$ cat src/design/uhig_pkg.sv
/*
 * Shared constants and types of the host interrupt enable gate: register
 * indices, bit positions, masks, reset values, bus states, state records.
 * Assumes a single core clock and a synchronous active-high reset.
 */
package uhig_pkg;

   // ------------------------------------------------------------
   // widths
   // ------------------------------------------------------------
   localparam int unsigned DATA_W = 32;
   localparam int unsigned ADDR_W = 8;
   localparam int unsigned EVT_W = 7;
   localparam int unsigned LANES = 4;
   localparam int unsigned MIE_BIT = 31;

   // ------------------------------------------------------------
   // register indices and byte addresses
   // ------------------------------------------------------------
   localparam logic [7:0] STATUS_IDX = 8'h03;
   localparam logic [7:0] SET_IDX = 8'h04;
   localparam logic [7:0] CLR_IDX = 8'h05;
   localparam logic [7:0] STATUS_ADDR = 8'(STATUS_IDX * 4);
   localparam logic [7:0] SET_ADDR = 8'(SET_IDX * 4);
   localparam logic [7:0] CLR_ADDR = 8'(CLR_IDX * 4);

   // ------------------------------------------------------------
   // event bit positions, masks, reset values
   // ------------------------------------------------------------
   localparam int unsigned EVT_ROOT = 6;
   localparam int unsigned EVT_WRAP = 5;
   localparam int unsigned EVT_FATAL = 4;
   localparam int unsigned EVT_RESUME = 3;
   localparam int unsigned EVT_FBEGIN = 2;
   localparam int unsigned EVT_RSVD = 1;
   localparam int unsigned EVT_OVERRUN = 0;
   localparam logic [31:0] EN_IMPL_MASK = 32'h8000_007d;
   localparam logic [6:0] EVT_IMPL_MASK = 7'h7d;
   localparam logic [6:0] EVT_RESET = 7'h00;
   localparam logic [31:0] RD_UNMAPPED = 32'h0000_0000;
   localparam logic [31:0] RD_RESET = 32'h0000_0000;

   // ------------------------------------------------------------
   // types
   // ------------------------------------------------------------
   typedef struct packed {
      logic root_port_change_event;
      logic frame_count_wrap_event;
      logic fatal_system_error_event;
      logic resume_detect_event;
      logic frame_begin_event;
      logic reserved_event;
      logic sched_overrun_event;
   } uhig_event_type;

   typedef enum logic [1:0] {
      BUS_IDLE = 2'b01,
      BUS_ANSWER = 2'b10
   } uhig_bus_type;

   typedef struct packed {
      uhig_bus_type bus;
      logic waitrequest;
      logic [31:0] readdata;
      logic irq;
   } uhig_top_state_type;

   typedef struct packed {
      logic master;
      logic [6:0] event_en;
   } uhig_enable_state_type;

   typedef struct packed {
      logic [6:0] flags;
   } uhig_flag_state_type;

endpackage

$ cat src/design/uhig_enable_bank.sv
/*
 * Enable storage shared by the set-only and clear-only registers.
 * Assumes set and clear masks are one-cycle strobes from the bus slave.
 */
`timescale 1ns/1ps
`default_nettype none
module uhig_enable_bank
   import uhig_pkg::*;
(
   // clock and reset
   input wire logic core_clk,
   input wire logic srst,
   // write strobes
   input wire logic [31:0] set_bits,
   input wire logic [31:0] clear_bits,
   // enable image
   output var logic [31:0] en_bits
);

   uhig_enable_state_type st;
   uhig_enable_state_type next_st;

   always_comb begin
      next_st = st;
      next_st.master = (st.master | set_bits[MIE_BIT]) &
                       ~clear_bits[MIE_BIT];
      next_st.event_en = (st.event_en | set_bits[EVT_W-1:0]) &
                         ~clear_bits[EVT_W-1:0] & EVT_IMPL_MASK;
   end

   always_ff @(posedge core_clk) begin
      if (srst) begin
         st <= '{master: 1'b0, event_en: EVT_RESET};
      end else begin
         st <= next_st;
      end
   end

   // reserved positions read zero
   assign en_bits = {st.master, 24'h00_0000, st.event_en} & EN_IMPL_MASK;

endmodule // uhig_enable_bank
`default_nettype wire

$ cat src/design/uhig_flag_bank.sv
/*
 * Sticky event flags: hardware sets, software clears by writing ones.
 * Assumes events are single-cycle or level pulses from core_clk logic.
 */
`timescale 1ns/1ps
`default_nettype none
module uhig_flag_bank
   import uhig_pkg::*;
(
   // clock and reset
   input wire logic core_clk,
   input wire logic srst,
   // event sources and clear strobe
   input wire logic [6:0] event_bits,
   input wire logic [6:0] clear_bits,
   // flag image
   output var logic [6:0] flags
);

   uhig_flag_state_type st;
   uhig_flag_state_type next_st;

   // set wins over a clear in the same cycle
   always_comb begin
      next_st = st;
      next_st.flags = ((st.flags & ~clear_bits) | event_bits) &
                      EVT_IMPL_MASK;
   end

   always_ff @(posedge core_clk) begin
      if (srst) begin
         st <= '{flags: EVT_RESET};
      end else begin
         st <= next_st;
      end
   end

   assign flags = st.flags;

endmodule // uhig_flag_bank
`default_nettype wire

$ cat src/design/uhig_top.sv
/*
 * Interrupt enable gate of the host controller: event flags, set-only and
 * clear-only enable registers over an Avalon-MM slave, one level irq.
 * Assumes the bus master and the event sources run on core_clk.
 */
// Chosen here: the Avalon-MM interface to the registers.
`timescale 1ns/1ps
`default_nettype none
module uhig_top
   import uhig_pkg::*;
(
   // clock and reset
   input wire logic core_clk,
   input wire logic srst,
   // avalon-mm slave
   input wire logic [7:0] avs_address,
   input wire logic avs_read,
   input wire logic avs_write,
   input wire logic [31:0] avs_writedata,
   input wire logic [3:0] avs_byteenable,
   output var logic [31:0] avs_readdata,
   output var logic avs_waitrequest,
   // host controller events
   input wire uhig_event_type host_events,
   // interrupt to the microprocessor
   output var logic irq
);

   // ------------------------------------------------------------
   // state
   // ------------------------------------------------------------
   uhig_top_state_type st;
   uhig_top_state_type next_st;

   logic [31:0] be_mask;
   logic [31:0] wr_bits;
   logic [31:0] en_bits;
   logic [31:0] set_bits;
   logic [31:0] clear_bits;
   logic [31:0] rd_value;
   logic [6:0] flags;
   logic [6:0] event_bits;
   logic [6:0] flag_clear;
   logic [6:0] gated;
   logic acc_wr;
   logic acc_rd;
   logic hit_stat;
   logic hit_set;
   logic hit_clr;
   logic master;
   logic irq_term;

   // ------------------------------------------------------------
   // byte lanes
   // ------------------------------------------------------------
   genvar lane;
   generate
      for (lane = 0; lane < LANES; lane++) begin : g_lane
         assign be_mask[lane*8 +: 8] = {8{avs_byteenable[lane]}};
      end
   endgenerate

   // ------------------------------------------------------------
   // decode
   // ------------------------------------------------------------
   // the access takes effect only in the answer cycle
   assign acc_wr = (st.bus == BUS_ANSWER) && avs_write;
   assign acc_rd = (st.bus == BUS_ANSWER) && avs_read;
   assign hit_stat = {avs_address[7:2], 2'b00} == STATUS_ADDR;
   assign hit_set = {avs_address[7:2], 2'b00} == SET_ADDR;
   assign hit_clr = {avs_address[7:2], 2'b00} == CLR_ADDR;
   assign wr_bits = avs_writedata & be_mask & EN_IMPL_MASK;

   assign set_bits = (acc_wr && hit_set) ? wr_bits : '0;
   assign clear_bits = (acc_wr && hit_clr) ? wr_bits : '0;
   assign flag_clear = (acc_wr && hit_stat) ?
                       wr_bits[EVT_W-1:0] : EVT_RESET;
   assign event_bits = host_events & EVT_IMPL_MASK;
   assign master = en_bits[MIE_BIT];

   // ------------------------------------------------------------
   // storage
   // ------------------------------------------------------------
   uhig_enable_bank u_enable (
      .core_clk(core_clk),
      .srst(srst),
      .set_bits(set_bits),
      .clear_bits(clear_bits),
      .en_bits(en_bits)
   );

   uhig_flag_bank u_flags (
      .core_clk(core_clk),
      .srst(srst),
      .event_bits(event_bits),
      .clear_bits(flag_clear),
      .flags(flags)
   );

   // ------------------------------------------------------------
   // interrupt gating
   // ------------------------------------------------------------
   assign gated[EVT_ROOT] = flags[EVT_ROOT] & en_bits[EVT_ROOT];
   assign gated[EVT_WRAP] = flags[EVT_WRAP] & en_bits[EVT_WRAP];
   assign gated[EVT_FATAL] = flags[EVT_FATAL] & en_bits[EVT_FATAL];
   assign gated[EVT_RESUME] = flags[EVT_RESUME] &
                              en_bits[EVT_RESUME];
   assign gated[EVT_FBEGIN] = flags[EVT_FBEGIN] &
                              en_bits[EVT_FBEGIN];
   assign gated[EVT_RSVD] = 1'b0;
   assign gated[EVT_OVERRUN] = flags[EVT_OVERRUN] &
                               en_bits[EVT_OVERRUN];
   assign irq_term = master && (|gated);

   // ------------------------------------------------------------
   // read mux
   // ------------------------------------------------------------
   always_comb begin
      rd_value = RD_UNMAPPED;
      if (hit_stat) begin
         rd_value = {25'h000_0000, flags};
      end else if (hit_set || hit_clr) begin
         rd_value = en_bits;
      end
   end

   // ------------------------------------------------------------
   // bus answer and irq register
   // ------------------------------------------------------------
   always_comb begin
      next_st = st;
      next_st.irq = irq_term;
      unique case (st.bus)
         BUS_IDLE: begin
            if (avs_read || avs_write) begin
               next_st.bus = BUS_ANSWER;
               next_st.waitrequest = 1'b0;
               next_st.readdata = avs_read ? rd_value : RD_RESET;
            end
         end
         BUS_ANSWER: begin
            next_st.bus = BUS_IDLE;
            next_st.waitrequest = 1'b1;
         end
         default: begin
            next_st.bus = BUS_IDLE;
            next_st.waitrequest = 1'b1;
         end
      endcase
   end

   always_ff @(posedge core_clk) begin
      if (srst) begin
         st <= '{bus: BUS_IDLE, waitrequest: 1'b1,
                 readdata: RD_RESET, irq: 1'b0};
      end else begin
         st <= next_st;
      end
   end

   assign avs_readdata = st.readdata;
   assign avs_waitrequest = st.waitrequest;
   assign irq = st.irq;
endmodule // uhig_top
`default_nettype wire

$ cat config.mk
export PLATFORM = sky130hd
export DESIGN_NAME = uhig_top
export DESIGN_NICKNAME = d
export VERILOG_FILES = /design/src/design/uhig_pkg.sv /design/src/design/uhig_enable_bank.sv /design/src/design/uhig_flag_bank.sv /design/src/design/uhig_top.sv
export SDC_FILE = /design/constraint.sdc
export NUM_CORES = 1
export LEC_CHECK = 0
export BUFFER_PORTS_ARGS = -buffer_cell sky130_fd_sc_hd__buf_2
export CAP_MARGIN = 20
export CORE_MARGIN = 8
export CORE_UTILIZATION = 34
export CTS_BUF_LIST = sky130_fd_sc_hd__clkbuf_8 sky130_fd_sc_hd__clkbuf_16
export CTS_CLUSTER_DIAMETER = 60
export DETAILED_ROUTE_END_ITERATION = 16
export PLACE_DENSITY = 0.72
export SLEW_MARGIN = 15
export SYNTH_ARGS = -nofsm -noshare
export SYNTH_HDL_FRONTEND = slang
export SYNTH_SLANG_ARGS = --single-unit
$ cat constraint.sdc
create_clock -name core_clk -period 1.8 [get_ports core_clk]
set_clock_uncertainty 0.15 [all_clocks]
set_input_delay 0.18 -clock core_clk [delete_from_list [all_inputs] [get_ports core_clk]]
set_output_delay 0.18 -clock core_clk [all_outputs]
set_load 0.005 [all_outputs]
==> qor.csv <==
metric,value,unit
post-route-period-util,0.8515,
min_path_type,in -> reg,
drtIter0Drc,37,
antenna_found_initial,0,
ctsResizeCount,0,
path_clk_slew,0.08,ns
gp_routability_congestion,0.7606,
outcome,"complete, no violations",
wl_met2,1240,µm
crit_buf_inv,0,
grt_max_degree,19,
synthTopCellsByArea,"dfxtp_1 37%, buf_4 22%, a311oi_1 5.7%",
min_path_cells,2,
dieArea,5816,µm²
leakage,0.6356,nW
diodes,0,
dp_hpwl,2120,µm
wl_met1,1208,µm
powerDensity,665.6,nW/µm²
reg2reg_depth,4,
async_flop_share,0,
num_vias,974,
min_period,1.533,ns
synth_area_leader_cell,dfxtp_1,
yosys-top-cells-count,"36 x buf_4, 23 x dfxtp_1, 9 x a22oi_1, 9 x inv_1",
crit_required,1.82,ns
cp-end-kind,register,
yosys_warnings,0,
path_cells,"and3b_1, and4bb_1, a31oi_1, a311oi_1",
power.total,964.4,µW
fmax,652.4,MHz
netlist.area_leader.share,0.3728,
wl_met3,123,µm
setup_ws,0.2673,ns
area_growth,17.33,%
slowest_stage,and4bb_1,
clk_path_buf_depth,2,
synth_enable_flop_cells,0,
cts-root-buf,clkbuf_8,
grt_pass1_vias,1036,
clock_latency,0.26,ns
cts_tree,built,
postCtsSetupBuffers,0,
cts_sinks,23,
grt_pass1_wl,4554,µm
wire_per_inst,11.65,µm
die_h,76.27,µm
grt_overflow_total,0,
cts_made_buffers,3,
wirelength,2610,µm
port_buffers,33,
worstPathArrival,1.56,ns
preCtsSetupSlack,0.2620,ns
start_util,0.3451,
yosysMostFrequentCell,buf_4,
fin_setup_tns,0,ns
r2r_start,st[34]$_SDFFE_PP1P_,
ant_nets,0,
drc_errors,0,
fin_nets,232,
dr.pass1.iters,4,
crit_path_start_kind,register,
r2r_end,u_enable.en_bits[2]$_SDFF_PP0_,
rows,22,
finalHoldViolations,0,
ir_worst_vdd,0.0002369,V
postSynthCellCount,140,
io-pin-count,89,
via_per_inst,4.348,
top_layer_used,met4,
yosysUniqueCellTypes,23,
path_class,reg -> reg,
fin_util,0.4049,
min_to,u_enable.en_bits[3]$_SDFF_PP0_,
core,3578,µm²
rsz0062_at_grt,false,
ys_ff_latch,23,
die_w,76.27,µm
drv_slew,0,
ys.flop_type,dfxtp_1,
crit_family,simple AND/OR/NAND/NOR gates,
cp_max_fo,7,
yosysSeqAreaShare,0.3728,
syn_avg_cell_area,8.821,µm²
syn-cell-area,1235,µm²
setup_viol_count_final,0,
worstHoldStart,avs_writedata[3],
r2r_slack,0.27,ns
drive_above_1_share,0.2330,
slowest_delay,0.36,ns
max-cap-violations,0,
htree_levels,1,
track_usage,0.09146,
==> what timing repair did <==
action / 4_1_cts / 5_1_grt
endpoints found under the hold margin: 11 / 0
setup endpoints to repair: 0 / 0
hold buffers: 12 / 0
==> layer usage <==
layer,up-vias,GRT usage
li1,521,-
met1,415,0.1052
met5,-,0
met2,34,0.1560
met4,0,0.04038
met3,4,0.02241
==> state kept, by name, indices dropped and copies added, names as in the netlist <==
signal / count
avs_readdata: 7
irq: 1
st: 2
u_enable.en_bits: 7
u_flags.flags: 6
==> worst register-to-register path: stages, from the launching register on <==
cell,delay (ns)
dfxtp_1,0.32
and3b_1,0.26
and4bb_1,0.36
a31oi_1,0.12
a311oi_1,0.24
==> cell families (layout without fill, tap and decap cells) <==
| kind of cell | count (synthesis) | after routing | synth area share |
|---|---|---|---|
| buffers and inverters | 48 | 60 | 0.2553 |
| AOI/OAI and AO/OA | 44 | 44 | 0.2462 |
| and+or+nand+nor | 24 | 24 | 0.1226 |
| DFF | 23 | 23 | 0.3728 |
| other | 1 | 25 | 0.003037 |
==> final cells by class <==
cell class | instances | area [µm²]
fill | 378 | 2130
clock inverter | 1 | 3.754
clock buffer | 3 | 41.29
inverter | 9 | 33.78
tap | 48 | 60.06
timing repair buffer | 47 | 300.3
multi-input combinational | 93 | 549.3
sequential | 23 | 460.4
==> worst max-delay path by stage <==
stage,depth (start not counted),start,end
floorplan,5,st[34]$_SDFFE_PP1P_,u_enable.en_bits[2]$_SDFF_PP0_
detailed placement,5,avs_address[5],u_flags.flags[0]$_SDFF_PP0_
CTS,4,st[34]$_SDFFE_PP1P_,u_enable.en_bits[0]$_SDFF_PP0_
finish,4,st[34]$_SDFFE_PP1P_,u_enable.en_bits[2]$_SDFF_PP0_
global placement,5,avs_address[5],u_flags.flags[0]$_SDFF_PP0_
global route,4,st[34]$_SDFFE_PP1P_,u_enable.en_bits[4]$_SDFF_PP0_
==> cells in the final DEF, fill, tap and decap left out <==
master / Yosys / final
a21oi_1: 7 / 7
a22oi_1: 9 / 9
a311oi_1: 8 / 8
a31oi_1: 7 / 7
and3b_1: 2 / 2
and4bb_1: 1 / 1
buf_2: 0 / 33
buf_4: 36 / 2
clkbuf_8: 0 / 3
conb_1: 1 / 25
dfxtp_1: 23 / 23
dlygate4sd3_1: 0 / 12
inv_1: 9 / 10
nand2_1: 8 / 8
nand2b_4: 1 / 1
nand4_1: 1 / 1
nand4b_1: 1 / 1
nor2_1: 5 / 5
nor2b_1: 1 / 1
nor3_1: 1 / 1
nor3_2: 1 / 1
nor4b_2: 1 / 1
o21ai_0: 7 / 7
o2bb2ai_1: 6 / 6
or2b_1: 1 / 1
==> power by group <==
group,internal (mW),switching [mW],total [mW]
logic,0.0561,0.0692,0.125
clock network,0.152,0.155,0.307
registers,0.523,0.00923,0.532
==> per-stage QoR <==
step / instance area (µm²) / cells / hold slack, ns
5_1_grt: 1449 / 224 / 0.01847
4_1_cts: 1449 / 224 / 0.001341
6_report: 1449 / 224 / 0.006273
3_5_place_dp: 1284 / 208 / 0.2459
3_3_place_gp: 1284 / 208 / 0.2456
2_1_floorplan: 1325 / 164 / 0.1401
Power figures use the tool's default switching activity.
